===== config.mk =====
export PLATFORM = sky130hd
export DESIGN_NAME = gpb_port_bank
export DESIGN_NICKNAME = d
export VERILOG_FILES = /design/src/verilog/gpb_port_bank.v
export VERILOG_INCLUDE_DIRS = /design/src /design/src/verilog
export SDC_FILE = /design/constraint.sdc
export NUM_CORES = 1
export LEC_CHECK = 0
export BUFFER_PORTS_ARGS = -buffer_cell sky130_fd_sc_hd__buf_2
export CORE_UTILIZATION = 54
export CTS_CLUSTER_SIZE = 24
export DETAILED_ROUTE_END_ITERATION = 10
export PLACE_DENSITY = 0.79
export SETUP_SLACK_MARGIN = 0.4
export SLEW_MARGIN = 10
export SYNTH_ARGS = -nofsm -noshare
export SYNTH_HDL_FRONTEND = slang
export SYNTH_SLANG_ARGS = --single-unit

===== constraint.sdc =====
create_clock -name i_clk_sys -period 3.2 [get_ports i_clk_sys]
set_clock_uncertainty 0.15 [all_clocks]
set_input_delay 0.32 -clock i_clk_sys [delete_from_list [all_inputs] [get_ports i_clk_sys]]
set_output_delay 0.32 -clock i_clk_sys [all_outputs]
set_load 0.1 [all_outputs]

===== src/verilog/gpb_defs.vh =====
// Register offsets, reset values and widths for the port D..G register bank.
// Assumes includers use these as plain text macros.
`ifndef GPB_DEFS_VH
`define GPB_DEFS_VH
// ----------------------------------------
// Address spaces
// ----------------------------------------
`define GPB_IO_TOP 8'h3f
`define GPB_DS_IO_BIAS 8'h20
`define GPB_EXT_BASE 8'h60
// ----------------------------------------
// I/O offsets (low range) and data addresses (extended range)
// ----------------------------------------
`define GPB_OFS_F_LVL 8'h00
`define GPB_OFS_E_LVL 8'h01
`define GPB_OFS_E_DIR 8'h02
`define GPB_OFS_E_OUT 8'h03
`define GPB_OFS_D_LVL 8'h10
`define GPB_OFS_D_DIR 8'h11
`define GPB_OFS_D_OUT 8'h12
`define GPB_ADR_F_DIR 8'h61
`define GPB_ADR_F_OUT 8'h62
`define GPB_ADR_G_LVL 8'h63
`define GPB_ADR_G_DIR 8'h64
`define GPB_ADR_G_OUT 8'h65
// ----------------------------------------
// Reset values and port G mask
// ----------------------------------------
`define GPB_RST_VAL 8'h00
`define GPB_G_MASK 8'h1f
`endif


===== src/verilog/gpb_port_bank.v =====
// Output data, direction and pin level registers for ports D, E, F and G.
// Assumes one CPU access per cycle: either an I/O-space access (short I/O
// instructions, offset only) or a data-space access (load/store, full address).
// Read data is registered and valid the cycle after the read strobe.
`timescale 1ns/1ps
`include "gpb_defs.vh"
module gpb_port_bank #(
   parameter G_WIDTH = 5
) (
   // Clock and reset
   input wire i_clk_sys,
   input wire i_rst_b,
   // CPU register access
   input wire i_io_space,
   input wire [7:0] i_addr,
   input wire i_wr,
   input wire i_rd,
   input wire [7:0] i_wdata,
   output reg [7:0] o_rdata,
   output reg o_hit,
   // Mode
   input wire i_legacy_mode,
   // Pins
   input wire [7:0] i_pin_d,
   input wire [7:0] i_pin_e,
   input wire [7:0] i_pin_f,
   input wire [G_WIDTH-1:0] i_pin_g,
   output reg [7:0] o_pin_d,
   output reg [7:0] o_pin_e,
   output reg [7:0] o_pin_f,
   output reg [G_WIDTH-1:0] o_pin_g,
   output reg [7:0] o_pin_d_oe,
   output reg [7:0] o_pin_e_oe,
   output reg [7:0] o_pin_f_oe,
   output reg [G_WIDTH-1:0] o_pin_g_oe
);
   // ----------------------------------------
   // Address translation
   // ----------------------------------------
   // Output data and direction state per port
   reg [7:0] d_out_r;
   reg [7:0] d_dir_r;
   reg [7:0] e_out_r;
   reg [7:0] e_dir_r;
   reg [7:0] f_out_r;
   reg [7:0] f_dir_r;
   reg [G_WIDTH-1:0] g_out_r;
   reg [G_WIDTH-1:0] g_dir_r;
   // Pin level samples; no reset, they simply follow the pins
   reg [7:0] lvl_d_r;
   reg [7:0] lvl_e_r;
   reg [7:0] lvl_f_r;
   reg [G_WIDTH-1:0] lvl_g_r;
   reg [7:0] rdata_nxt;
   reg hit_nxt;
   reg low_ok;
   reg ext_ok;
   reg [7:0] low_ofs;
   wire [7:0] g_wmask;
   wire acc;
   assign acc = i_wr | i_rd;
   assign g_wmask = `GPB_G_MASK;

   // Port G is narrower than the bus; the missing upper bits read as zero
   wire [7:0] g_lvl_rd;
   wire [7:0] g_dir_rd;
   wire [7:0] g_out_rd;
   assign g_lvl_rd = {{(8-G_WIDTH){1'b0}}, lvl_g_r};
   assign g_dir_rd = {{(8-G_WIDTH){1'b0}}, g_dir_r};
   assign g_out_rd = {{(8-G_WIDTH){1'b0}}, g_out_r};

   // Map either access kind onto a low-range offset; extended range only from data space
   always @* begin
      low_ok = 1'b0;
      ext_ok = 1'b0;
      low_ofs = 8'h00;
      if (i_io_space) begin
         low_ok = (i_addr <= `GPB_IO_TOP);
         low_ofs = i_addr;
      end else if (i_addr >= `GPB_EXT_BASE) begin
         ext_ok = 1'b1;
      end else if (i_addr >= `GPB_DS_IO_BIAS) begin
         low_ok = 1'b1;
         low_ofs = i_addr - `GPB_DS_IO_BIAS;
      end
   end

   // ----------------------------------------
   // Read decode
   // ----------------------------------------
   // Legacy mode hides F/G output and direction, so those addresses miss
   always @* begin
      rdata_nxt = 8'h00;
      hit_nxt = 1'b0;
      if (low_ok && low_ofs == `GPB_OFS_F_LVL) begin
         rdata_nxt = lvl_f_r;
         hit_nxt = 1'b1;
      end else if (low_ok && low_ofs == `GPB_OFS_E_LVL) begin
         rdata_nxt = lvl_e_r;
         hit_nxt = 1'b1;
      end else if (low_ok && low_ofs == `GPB_OFS_E_DIR) begin
         rdata_nxt = e_dir_r;
         hit_nxt = 1'b1;
      end else if (low_ok && low_ofs == `GPB_OFS_E_OUT) begin
         rdata_nxt = e_out_r;
         hit_nxt = 1'b1;
      end else if (low_ok && low_ofs == `GPB_OFS_D_LVL) begin
         rdata_nxt = lvl_d_r;
         hit_nxt = 1'b1;
      end else if (low_ok && low_ofs == `GPB_OFS_D_DIR) begin
         rdata_nxt = d_dir_r;
         hit_nxt = 1'b1;
      end else if (low_ok && low_ofs == `GPB_OFS_D_OUT) begin
         rdata_nxt = d_out_r;
         hit_nxt = 1'b1;
      end else if (ext_ok && i_addr == `GPB_ADR_F_DIR && !i_legacy_mode) begin
         rdata_nxt = f_dir_r;
         hit_nxt = 1'b1;
      end else if (ext_ok && i_addr == `GPB_ADR_F_OUT && !i_legacy_mode) begin
         rdata_nxt = f_out_r;
         hit_nxt = 1'b1;
      end else if (ext_ok && i_addr == `GPB_ADR_G_LVL) begin
         rdata_nxt = g_lvl_rd;
         hit_nxt = 1'b1;
      end else if (ext_ok && i_addr == `GPB_ADR_G_DIR && !i_legacy_mode) begin
         rdata_nxt = g_dir_rd;
         hit_nxt = 1'b1;
      end else if (ext_ok && i_addr == `GPB_ADR_G_OUT && !i_legacy_mode) begin
         rdata_nxt = g_out_rd;
         hit_nxt = 1'b1;
      end
   end

   // ----------------------------------------
   // Registers
   // ----------------------------------------
   // Writes to level registers fall through: read-only
   always @(posedge i_clk_sys) begin
      if (!i_rst_b) begin
         d_out_r <= `GPB_RST_VAL;
         d_dir_r <= `GPB_RST_VAL;
         e_out_r <= `GPB_RST_VAL;
         e_dir_r <= `GPB_RST_VAL;
         f_out_r <= `GPB_RST_VAL;
         f_dir_r <= `GPB_RST_VAL;
         g_out_r <= {G_WIDTH{1'b0}};
         g_dir_r <= {G_WIDTH{1'b0}};
      end else if (i_wr) begin
         if (low_ok && low_ofs == `GPB_OFS_D_DIR) begin
            d_dir_r <= i_wdata;
         end else if (low_ok && low_ofs == `GPB_OFS_D_OUT) begin
            d_out_r <= i_wdata;
         end else if (low_ok && low_ofs == `GPB_OFS_E_DIR) begin
            e_dir_r <= i_wdata;
         end else if (low_ok && low_ofs == `GPB_OFS_E_OUT) begin
            e_out_r <= i_wdata;
         end else if (ext_ok && i_addr == `GPB_ADR_F_DIR && !i_legacy_mode) begin
            f_dir_r <= i_wdata;
         end else if (ext_ok && i_addr == `GPB_ADR_F_OUT && !i_legacy_mode) begin
            f_out_r <= i_wdata;
         end else if (ext_ok && i_addr == `GPB_ADR_G_DIR && !i_legacy_mode) begin
            g_dir_r <= i_wdata[G_WIDTH-1:0] & g_wmask[G_WIDTH-1:0];
         end else if (ext_ok && i_addr == `GPB_ADR_G_OUT && !i_legacy_mode) begin
            g_out_r <= i_wdata[G_WIDTH-1:0] & g_wmask[G_WIDTH-1:0];
         end
      end
   end

   // Read data registered; reads have no side effects
   always @(posedge i_clk_sys) begin
      if (!i_rst_b) begin
         o_rdata <= 8'h00;
         o_hit <= 1'b0;
      end else begin
         o_rdata <= i_rd ? rdata_nxt : 8'h00;
         o_hit <= acc & hit_nxt;
      end
   end

   // ----------------------------------------
   // Pins
   // ----------------------------------------
   // Level registers sample pins every cycle, one cycle of latency; value tracks pins
   always @(posedge i_clk_sys) begin
      lvl_d_r <= i_pin_d;
      lvl_e_r <= i_pin_e;
      lvl_f_r <= i_pin_f;
      lvl_g_r <= i_pin_g;
   end

   // Drive only where direction is one; legacy mode forces F and G to inputs
   always @(posedge i_clk_sys) begin
      if (!i_rst_b) begin
         o_pin_d <= 8'h00;
         o_pin_e <= 8'h00;
         o_pin_f <= 8'h00;
         o_pin_g <= {G_WIDTH{1'b0}};
         o_pin_d_oe <= 8'h00;
         o_pin_e_oe <= 8'h00;
         o_pin_f_oe <= 8'h00;
         o_pin_g_oe <= {G_WIDTH{1'b0}};
      end else begin
         o_pin_d <= d_out_r & d_dir_r;
         o_pin_e <= e_out_r & e_dir_r;
         o_pin_f <= i_legacy_mode ? 8'h00 : (f_out_r & f_dir_r);
         o_pin_g <= i_legacy_mode ? {G_WIDTH{1'b0}} : (g_out_r & g_dir_r);
         o_pin_d_oe <= d_dir_r;
         o_pin_e_oe <= e_dir_r;
         o_pin_f_oe <= i_legacy_mode ? 8'h00 : f_dir_r;
         o_pin_g_oe <= i_legacy_mode ? {G_WIDTH{1'b0}} : g_dir_r;
      end
   end
endmodule


### Word level (Yosys, flattened, before mapping)

Index checks and enable logic that the tools add are counted.

* register bits: 154

* add/sub/neg operators: 1
* magnitude comparators: 3
* equality and inequality tests: 11
* muxes and demuxes: 32
* bitwise operators: 14
* reduce and logical (&&, ||, !) cells: 28

Operator list (number)
* $mux W8: 12
* $eq A8 B7 Y1 const B: 5
* $and A8 B8 Y8: 3
* $eq A8 B5 Y1 const B: 3
* $mux W1: 17
* $eq A8 B2 Y1 const B: 2
* $logic_and A1 B1 Y1: 16
* $mux W5: 3
* $reduce_and A9 Y1: 1
* $eq A8 B1 Y1 const B: 1
* $ge A8 B6 Y1 const B: 1
* $ge A8 B7 Y1 const B: 1
* $le A8 B6 Y1 const B: 1
* $logic_not A8 Y1: 1
* $not A1 Y1: 8
* $reduce_and A8 Y1: 1
* $sub A8 B6 Y8 const B: 1
* $reduce_and A7 Y1: 1
* $reduce_and A6 Y1: 1
* $and A5 B5 Y5: 1
* $reduce_and A5 Y1: 1
* $reduce_and A2 Y1: 2
* $reduce_and A4 Y1: 1
* $reduce_and A3 Y1: 1
* 4 further kinds: 4

### Depth between registers and ports, before layout

Gate-level depths: netlist (run 1).

* depth in word-level cells: 18
* depth in mapped cells: 9
* gate-level depth less buffers: 8

### Worst setup path after synthesis (run 1)

No wires, ideal clock.

* kind: input-to-reg
* from: input i_addr[1]
* to: register o_rdata[2]
* arrival time: 2215 ps
* path slack: 748 ps
* stages: 8
* path buffers: 2
* cell sequence: buf_2 > nor4_4 > nand2_2 > a31o_4 > or3_1 > clkbuf_2 > or4_1 > o31ai_1

* longest elaborated chain between the ends: 17
* elaborated cells between the ends (all ways): 52
* classes of those cells: 1 x add/sub; 3 x order compare; 11 x eq/ne; 20 x mux; 17 x reduce/logical

Ends and longest elaborated chain
* start: declaration: RTL line gpb_port_bank.v:15 `input wire [7:0] i_addr,`
* $ge A8 B7 Y1 (no source line)
* $mux W1: RTL line gpb_port_bank.v:80 `` end else if (i_addr >= `GPB_EXT_BASE) begin ``
* $mux W1: RTL line gpb_port_bank.v:77 `if (i_io_space) begin`
* $logic_and A1 B1 Y1 (no source line)
* $logic_and A1 B1 Y1: RTL line gpb_port_bank.v:128 `` end else if (ext_ok && i_addr == `GPB_ADR_G_OUT && !i_legacy_mode) begin ``
* $mux W5: RTL line gpb_port_bank.v:128
* $mux W5: RTL line gpb_port_bank.v:125 `` end else if (ext_ok && i_addr == `GPB_ADR_G_DIR && !i_legacy_mode) begin ``
* $mux W5: RTL line gpb_port_bank.v:122 `` end else if (ext_ok && i_addr == `GPB_ADR_G_LVL) begin ``
* $mux W8: RTL line gpb_port_bank.v:119 `` end else if (ext_ok && i_addr == `GPB_ADR_F_OUT && !i_legacy_mode) begin ``
* $mux W8: RTL line gpb_port_bank.v:116 `` end else if (ext_ok && i_addr == `GPB_ADR_F_DIR && !i_legacy_mode) begin ``
* $mux W8: RTL line gpb_port_bank.v:113 `` end else if (low_ok && low_ofs == `GPB_OFS_D_OUT) begin ``
* $mux W8: RTL line gpb_port_bank.v:110 `` end else if (low_ok && low_ofs == `GPB_OFS_D_DIR) begin ``
* $mux W8: RTL line gpb_port_bank.v:107 `` end else if (low_ok && low_ofs == `GPB_OFS_D_LVL) begin ``
* $mux W8: RTL line gpb_port_bank.v:104 `` end else if (low_ok && low_ofs == `GPB_OFS_E_OUT) begin ``
* $mux W8: RTL line gpb_port_bank.v:101 `` end else if (low_ok && low_ofs == `GPB_OFS_E_DIR) begin ``
* $mux W8: RTL line gpb_port_bank.v:98 `` end else if (low_ok && low_ofs == `GPB_OFS_E_LVL) begin ``
* $mux W8 (*): RTL line gpb_port_bank.v:95 `` if (low_ok && low_ofs == `GPB_OFS_F_LVL) begin ``
* end signal: assignment: RTL line gpb_port_bank.v:175 `o_rdata <= i_rd ? rdata_nxt : 8'h00;`
* end: declaration: RTL line gpb_port_bank.v:19 `output reg [7:0] o_rdata,`

Mark *: on every way between the ends. The rest lies on a longest branch, timed or not.
A chain may end at the register's enable or synchronous reset.

### Worst setup path in the final report (run 1)

* from: input i_addr[3]
* to: register o_rdata[2]

The elaborated chain is that of the path after synthesis.

==> results.cfg, run 1 <==
[synth]
avgSynthCellArea_um2 = 10.6
synth.ff_latch_count = 154
synthCells = 546
synth_cell_type_count = 59
synth_seq_area_share = 0.534
synth.cell_area_mm2 = 0.00577
postSynth.asyncResetShare = 0
synth-main-ff-cell = sky130_fd_sc_hd__dfxtp_1
synthesis.yosys.warnings = 0
syn_nets = 599
synth_edf_count = 0

[setup_path]
critical_path.max_fanout = 7
slowest_delay_ps = 560
critical_path.reg2reg.endpoint = o_rdata[3]
worst_setup_path_start_kind = input pin
cpLargestDelayFamily = simple AND/OR/NAND/NOR gates
required_time_of_the_critical_path_ps = 3500
timing.critical_path.buf_inv = 1
cp_endpoint = o_rdata[2]
worstSetupStartpoint = i_addr[3]
critical_path_arrival_ps = 2550
reg2reg_slack_ps = 1590
cp_cell_instances = buf_2, nor4_4, nand2_2, a31o_4, or3_1, or4_1, o31ai_1
cell_count_along_the_critical_path = 7
critPathKind = in2reg
r2r-start = g_out_r[3]
timing.critical_path.slowest_stage_cell = sky130_fd_sc_hd__nor4_4
timing.critical_path.to_type = flip-flop
r2r.worst_path.cells = 5

[floorplan]
die_y_um = 105
placementRows = 37
design.core.area_mm2 = 0.0103
floorplan.die_area_mm2 = 0.0111
chipWidth_um = 105
floorplan.initialDensity = 0.559
ios = 118

[clock_network]
cts-root-buf = sky130_fd_sc_hd__clkbuf_8
clock_tree.buffer_depth = 2
path_clk_slew_ps = 70
numClockSinks = 154
ctsHtreeMaxLevel = 4
clock_latency_ps = 530
cts_tree = done
cts_stage_hold_buffer_count = 30
cts.repair_timing.setup_buffer_count = 0
cts_buffers = 17
postCtsResizedCells = 0

[cells_and_area]
multi_input_area_mm2 = 0.00254
flow.area_growth_from_synthesis_pct = 27.7
layout_commonest_cell = sky130_fd_sc_hd__dfxtp_1
nNetsFinal = 744
area.sequential_mm2 = 0.00308
mostFrequentLayoutCells = sky130_fd_sc_hd__dfxtp_1, sky130_fd_sc_hd__buf_2, sky130_fd_sc_hd__mux2i_1
drive_gt1_frac = 0.253
filler_cell_count_in_the_final_layout = 764
antenna_diode_instance_count = 0

[placed_design]
weighted_congestion_at_the_end_of_routability_driven_global_placement = 0.928
post_place_setup_slack_ps = 472
dp.final_hpwl_um = 9990
port_buffers = 117

[detailed_routing]
first_pass_iters = 6
wire_per_inst_um = 17.8
routedLengthMet1_um = 6420
routed_wl_um = 14900
dr_wl_met2_um = 7170
drt_drc_violations_left = 0
num_vias = 4570
met3WireLength_um = 878
drt-initial-drc-count = 234
highest-signal-layer = met4
via_per_inst = 5.44
count_of_nets_left_with_antenna_violations_after_detail_routing = 0

[timing]
hold_viol = 0
slew-limit-headroom = 0.517
timing.final.crit_share = 0.702
report.final.setup_viol = 0
max_freq_mhz = 445
postLayoutSetupSlackWorst_ps = 953
sum_of_negative_setup_slack_ps = 0
finalMaxSlewViolations = 0
finalWorstPathRequiredPeriod_ps = 2250
grt_setup_unrepaired = false
max_slew.worst_pin.slew_ps = 722

[power_and_ir_drop]
static_leak_uw = 0.00345
p_int_uw = 3120
share_clk_of_total_power = 0.477
vdd_drop_max_v = 0.000383
power.share.sequential = 0.469
power.switching_fraction = 0.248
net-switching-power_uw = 1030
power.share.combinational = 0.054
cellPowerDensity_mw_per_mm2 = 562

[outcome]
outcome = complete, no violations

[grt]
grt_first_pass_wirelength_um = 23600
grt_remaining_overflow = 0
grt_max_degree = 53
initial_antenna_violation_count = 0
via_count_of_the_first_global_routing_pass = 4487
gr-usage-all-layers = 0.279

[run]
maxCapViolations = 0

[hold_path]
holdCritPathClass = in2reg
## cell usage after synthesis, drive strengths merged, types with 4 or more instances
cell type | n | area share
clkbuf | 28 | 0.018
dfxtp | 154 | 0.53
a21oi | 12 | 0.010
nand2 | 19 | 0.013
nand3 | 5 | 0.0043
nor2b | 67 | 0.073
a22oi | 5 | 0.0065
a31oi | 4 | 0.0043
and3 | 29 | 0.031
mux2 | 6 | 0.012
a32oi | 4 | 0.0061
nor3 | 7 | 0.010
and2 | 31 | 0.034
mux2i | 68 | 0.12
o21ai | 14 | 0.012
nor2 | 22 | 0.014
buf | 5 | 0.0048
o22ai | 7 | 0.0076
inv | 5 | 0.0033
## how the worst min path moves through the flow
stage | from | to | slack, ps | cells past startpoint
2_1_floorplan | i_pin_d[0] | lvl_d_r[0] | 200 | 0
3_3_place_gp | i_pin_d[7] | lvl_d_r[7] | 270 | 1
5_1_grt | i_wdata[6] | f_out_r[6] | 20 | 3
6_report | i_wdata[6] | d_out_r[6] | 20 | 3
3_5_place_dp | i_pin_e[4] | lvl_e_r[4] | 270 | 1
4_1_cts | i_wdata[6] | f_out_r[6] | 5 | 3
## power by group through the flow
| stage | clock network [uW] | registers, uW | logic [uW] |
|---|---|---|---|
| 6_report | 1980 | 1950 | 223 |
| 5_1_grt | 2100 | 1950 | 239 |
| 4_1_cts | 2000 | 1950 | 219 |
| 3_5_place_dp | 0 | 1990 | 190 |
| 3_3_place_gp | 0 | 1990 | 188 |
| 2_1_floorplan | 0 | 1990 | 111 |
## metrics by stage
| stage | instance area (um^2) | hold WS, ps | utilization | total power (uW) | instances |
|---|---|---|---|---|---|
| after floorplan | 5770 | 198 | - | 2100 | 546 |
| after global placement | 6480 | 273 | 0.628 | 2180 | 778 |
| after detailed placement | 6480 | 274 | 0.628 | 2180 | 778 |
| after CTS | 7370 | 5.34 | 0.714 | 4160 | 840 |
| after global routing | 7370 | 18.2 | 0.714 | 4280 | 840 |
| final | 7370 | 21.7 | 0.714 | 4150 | 840 |
## cell families (layout without fill, tap and decap cells)
logic type | count (synthesis) | in the layout | share of synthesized area
buffers and inverters | 38 | 196 | 0.0264
xor gates and xnor gates | 1 | 1 | 0.00152
muxes | 74 | 74 | 0.130
DFF | 154 | 154 | 0.534
adders and majority gates | 2 | 2 | 0.00433
AOI/OAI and AO/OA | 78 | 78 | 0.0982
and+or+nand+nor | 199 | 199 | 0.206
## worst register-to-register path, stage by stage (launching register included)
cell                      delay [ps]
sky130_fd_sc_hd__dfxtp_1         330
sky130_fd_sc_hd__mux2_2          270
sky130_fd_sc_hd__a22oi_1         190
sky130_fd_sc_hd__nor2_1          100
sky130_fd_sc_hd__o31ai_1         270
sky130_fd_sc_hd__o22ai_1         170
## routing by layer
layer	global-route usage	up-vias
li1	-	2211
met1	0.350	2146
met2	0.454	181
met3	0.0581	32
met4	0.138	0
met5	0	-
## cell type report
cell class | instances | area share
Clock inverter | 15 | 0.0234
Inverter | 5 | 0.00255
Timing Repair Buffer | 159 | 0.132
Sequential cell | 154 | 0.418
Tap cell | 136 | 0.0231
Multi-Input combinational cell | 354 | 0.344
Clock buffer | 17 | 0.0562
Note: power is estimated with default switching activity, not from simulation.
==> inputs of run 2 (changes only) <==
==> constraint.sdc (replaced) <==
create_clock -name i_clk_sys -period 2.3 [get_ports i_clk_sys]
set_clock_uncertainty 0.15 [all_clocks]
set_input_delay 0.23 -clock i_clk_sys [delete_from_list [all_inputs] [get_ports i_clk_sys]]
set_output_delay 0.23 -clock i_clk_sys [all_outputs]
set_load 0.1 [all_outputs]
==> run 2 against run 1 <==
Hold slack improved by 5.5 ps; die area unchanged; worst setup slack got worse by 430 ps; utilization increased by 2.3 points; global-route usage increased by 0.59 points; non-clock buffer count increased by 21; combinational power increased by 57%; sequential power increased by 39%; cell area increased by 3.2%; sequential share of layout area decreased by 1.3 points; total power increased by 37%; largest cell class unchanged.
==> results.cfg, run 2 (same netlist as run 1, synthesis figures left out) <==
[setup_path]
cpLargestDelayFamily = simple AND/OR/NAND/NOR gates
slowest_delay_ps = 430
worst_setup_path_start_kind = input pin
critical_path.reg2reg.endpoint = o_rdata[3]
r2r-start = g_out_r[3]
cp_cell_instances = buf_2, inv_1, ha_1, nor4bb_2, o21a_1, nand2_1, nor2_1, a31oi_1, o221a_2
critical_path.max_fanout = 5
timing.critical_path.slowest_stage_cell = sky130_fd_sc_hd__nor4bb_2
reg2reg_slack_ps = 750
r2r.worst_path.cells = 5
required_time_of_the_critical_path_ps = 2570
timing.critical_path.buf_inv = 2
timing.critical_path.to_type = flip-flop
critPathKind = in2reg
critical_path_arrival_ps = 2040

[timing]
report.final.setup_viol = 0
hold_slack_ps = 27.2
max_freq_mhz = 562
slew-limit-headroom = 0.521
max_slew.worst_pin.slew_ps = 719
finalWorstPathRequiredPeriod_ps = 1780
hold_viol = 0
finalMaxSlewViolations = 0
grt_setup_unrepaired = false
timing.final.crit_share = 0.773

[cells_and_area]
antenna_diode_instance_count = 0
nNetsFinal = 765
multi_input_area_mm2 = 0.00259
layout.core_utilization = 0.737
drive_gt1_frac = 0.276
flow.area_growth_from_synthesis_pct = 31.8
layout_commonest_cell = sky130_fd_sc_hd__dfxtp_1
mostFrequentLayoutCells = sky130_fd_sc_hd__dfxtp_1, sky130_fd_sc_hd__buf_2, sky130_fd_sc_hd__mux2i_1
area.sequential_mm2 = 0.00308
filler_cell_count_in_the_final_layout = 729

[floorplan]
chipWidth_um = 105
floorplan.initialDensity = 0.559
die_y_um = 105
floorplan.die_area_mm2 = 0.0111
placementRows = 37
design.core.area_mm2 = 0.0103
ios = 118

[grt]
grt_max_degree = 94
initial_antenna_violation_count = 0
gr-usage-all-layers = 0.285
grt_first_pass_wirelength_um = 24100
grt_remaining_overflow = 0
via_count_of_the_first_global_routing_pass = 4711

[clock_network]
cts_tree = done
cts.repair_timing.setup_buffer_count = 0
cts-root-buf = sky130_fd_sc_hd__clkbuf_8
cts_buffers = 17
numClockSinks = 154
path_clk_slew_ps = 60
clock_latency_ps = 530
clock_tree.buffer_depth = 2
ctsHtreeMaxLevel = 4

[placed_design]
port_buffers = 117
dp.final_hpwl_um = 10200
weighted_congestion_at_the_end_of_routability_driven_global_placement = 0.902

[detailed_routing]
count_of_nets_left_with_antenna_violations_after_detail_routing = 0
drt-initial-drc-count = 262
drt_drc_violations_left = 0
first_pass_iters = 5
via_per_inst = 5.54
num_vias = 4772
wire_per_inst_um = 17.8
routed_wl_um = 15400

[outcome]
outcome = complete, no violations

[hold_path]
worstHoldEndpoint = o_hit
whs_path_depth = 4
hold_path.startpoint = i_addr[3]
holdCritPathClass = in2reg

[run]
maxCapViolations = 0

[power_and_ir_drop]
vdd_drop_max_v = 0.000587
cellPowerDensity_mw_per_mm2 = 749
static_leak_uw = 0.00352
run 2: worst max path at each step:
stage                 end  cells after the start  slack, ps      start
2_1_floorplan  o_rdata[2]                      8         70  i_addr[1]
3_3_place_gp   o_rdata[5]                      8         50  i_addr[5]
3_5_place_dp   o_rdata[2]                      8        -40  i_addr[5]
4_1_cts        o_rdata[2]                      8        520  i_addr[5]
5_1_grt        o_rdata[3]                     10        420  i_addr[5]
6_report       o_rdata[6]                      9        520  i_addr[5]
run 2: worst min-delay path, cell delays in order:
cell and delay (ps):
sky130_fd_sc_hd__buf_2 160, sky130_fd_sc_hd__nor3_1 80, sky130_fd_sc_hd__nor2_1 90, sky130_fd_sc_hd__a21oi_1 80
run 2: cell type report:
type	count	share of cell area
Clock buffer	18	0.0562
Sequential cell	154	0.405
Tap cell	136	0.0224
Inverter	5	0.00247
Clock inverter	14	0.0183
Timing Repair Buffer	180	0.155
Multi-Input combinational cell	354	0.340
run 2: through the flow:
| step | area [um^2] | power [uW] | std cells | setup slack [ps] | TNS [ps] |
|---|---|---|---|---|---|
| final | 7610 | 5700 | 861 | 522 | 0 |
| after global routing | 7610 | 5860 | 861 | 415 | 0 |
| after global placement | 6660 | 3050 | 791 | 53.8 | 0 |
| after floorplan | 5850 | 2940 | 546 | 66.5 | 0 |
| after CTS | 7610 | 5720 | 861 | 525 | 0 |
| after detailed placement | 6660 | 3060 | 791 | -38.7 | -38.7 |
run 2: where the power goes:
group | total, uW | internal, uW | switching (uW)
registers | 2710 | 2700 | 11.4
logic | 349 | 158 | 192
clock network | 2640 | 1490 | 1150
total | 5700 | 4340 | 1350
run 2: timing repair:
action / in CTS / in global routing
hold endpoints to repair: 84 / 0
hold buffers: 38 / 0
gates resized for setup: 0 / 1
endpoints found under the setup margin: 0 / 1
run 2: per-layer routing:
| layer | GRT usage | up-vias | part of all wire |
|---|---|---|---|
| li1 | - | 2244 | - |
| met1 | 0.337 | 2249 | 0.40 |
| met2 | 0.487 | 233 | 0.49 |
| met3 | 0.0649 | 46 | 0.075 |
| met4 | 0.134 | 0 | 0.030 |
| met5 | 0 | - | 0 |
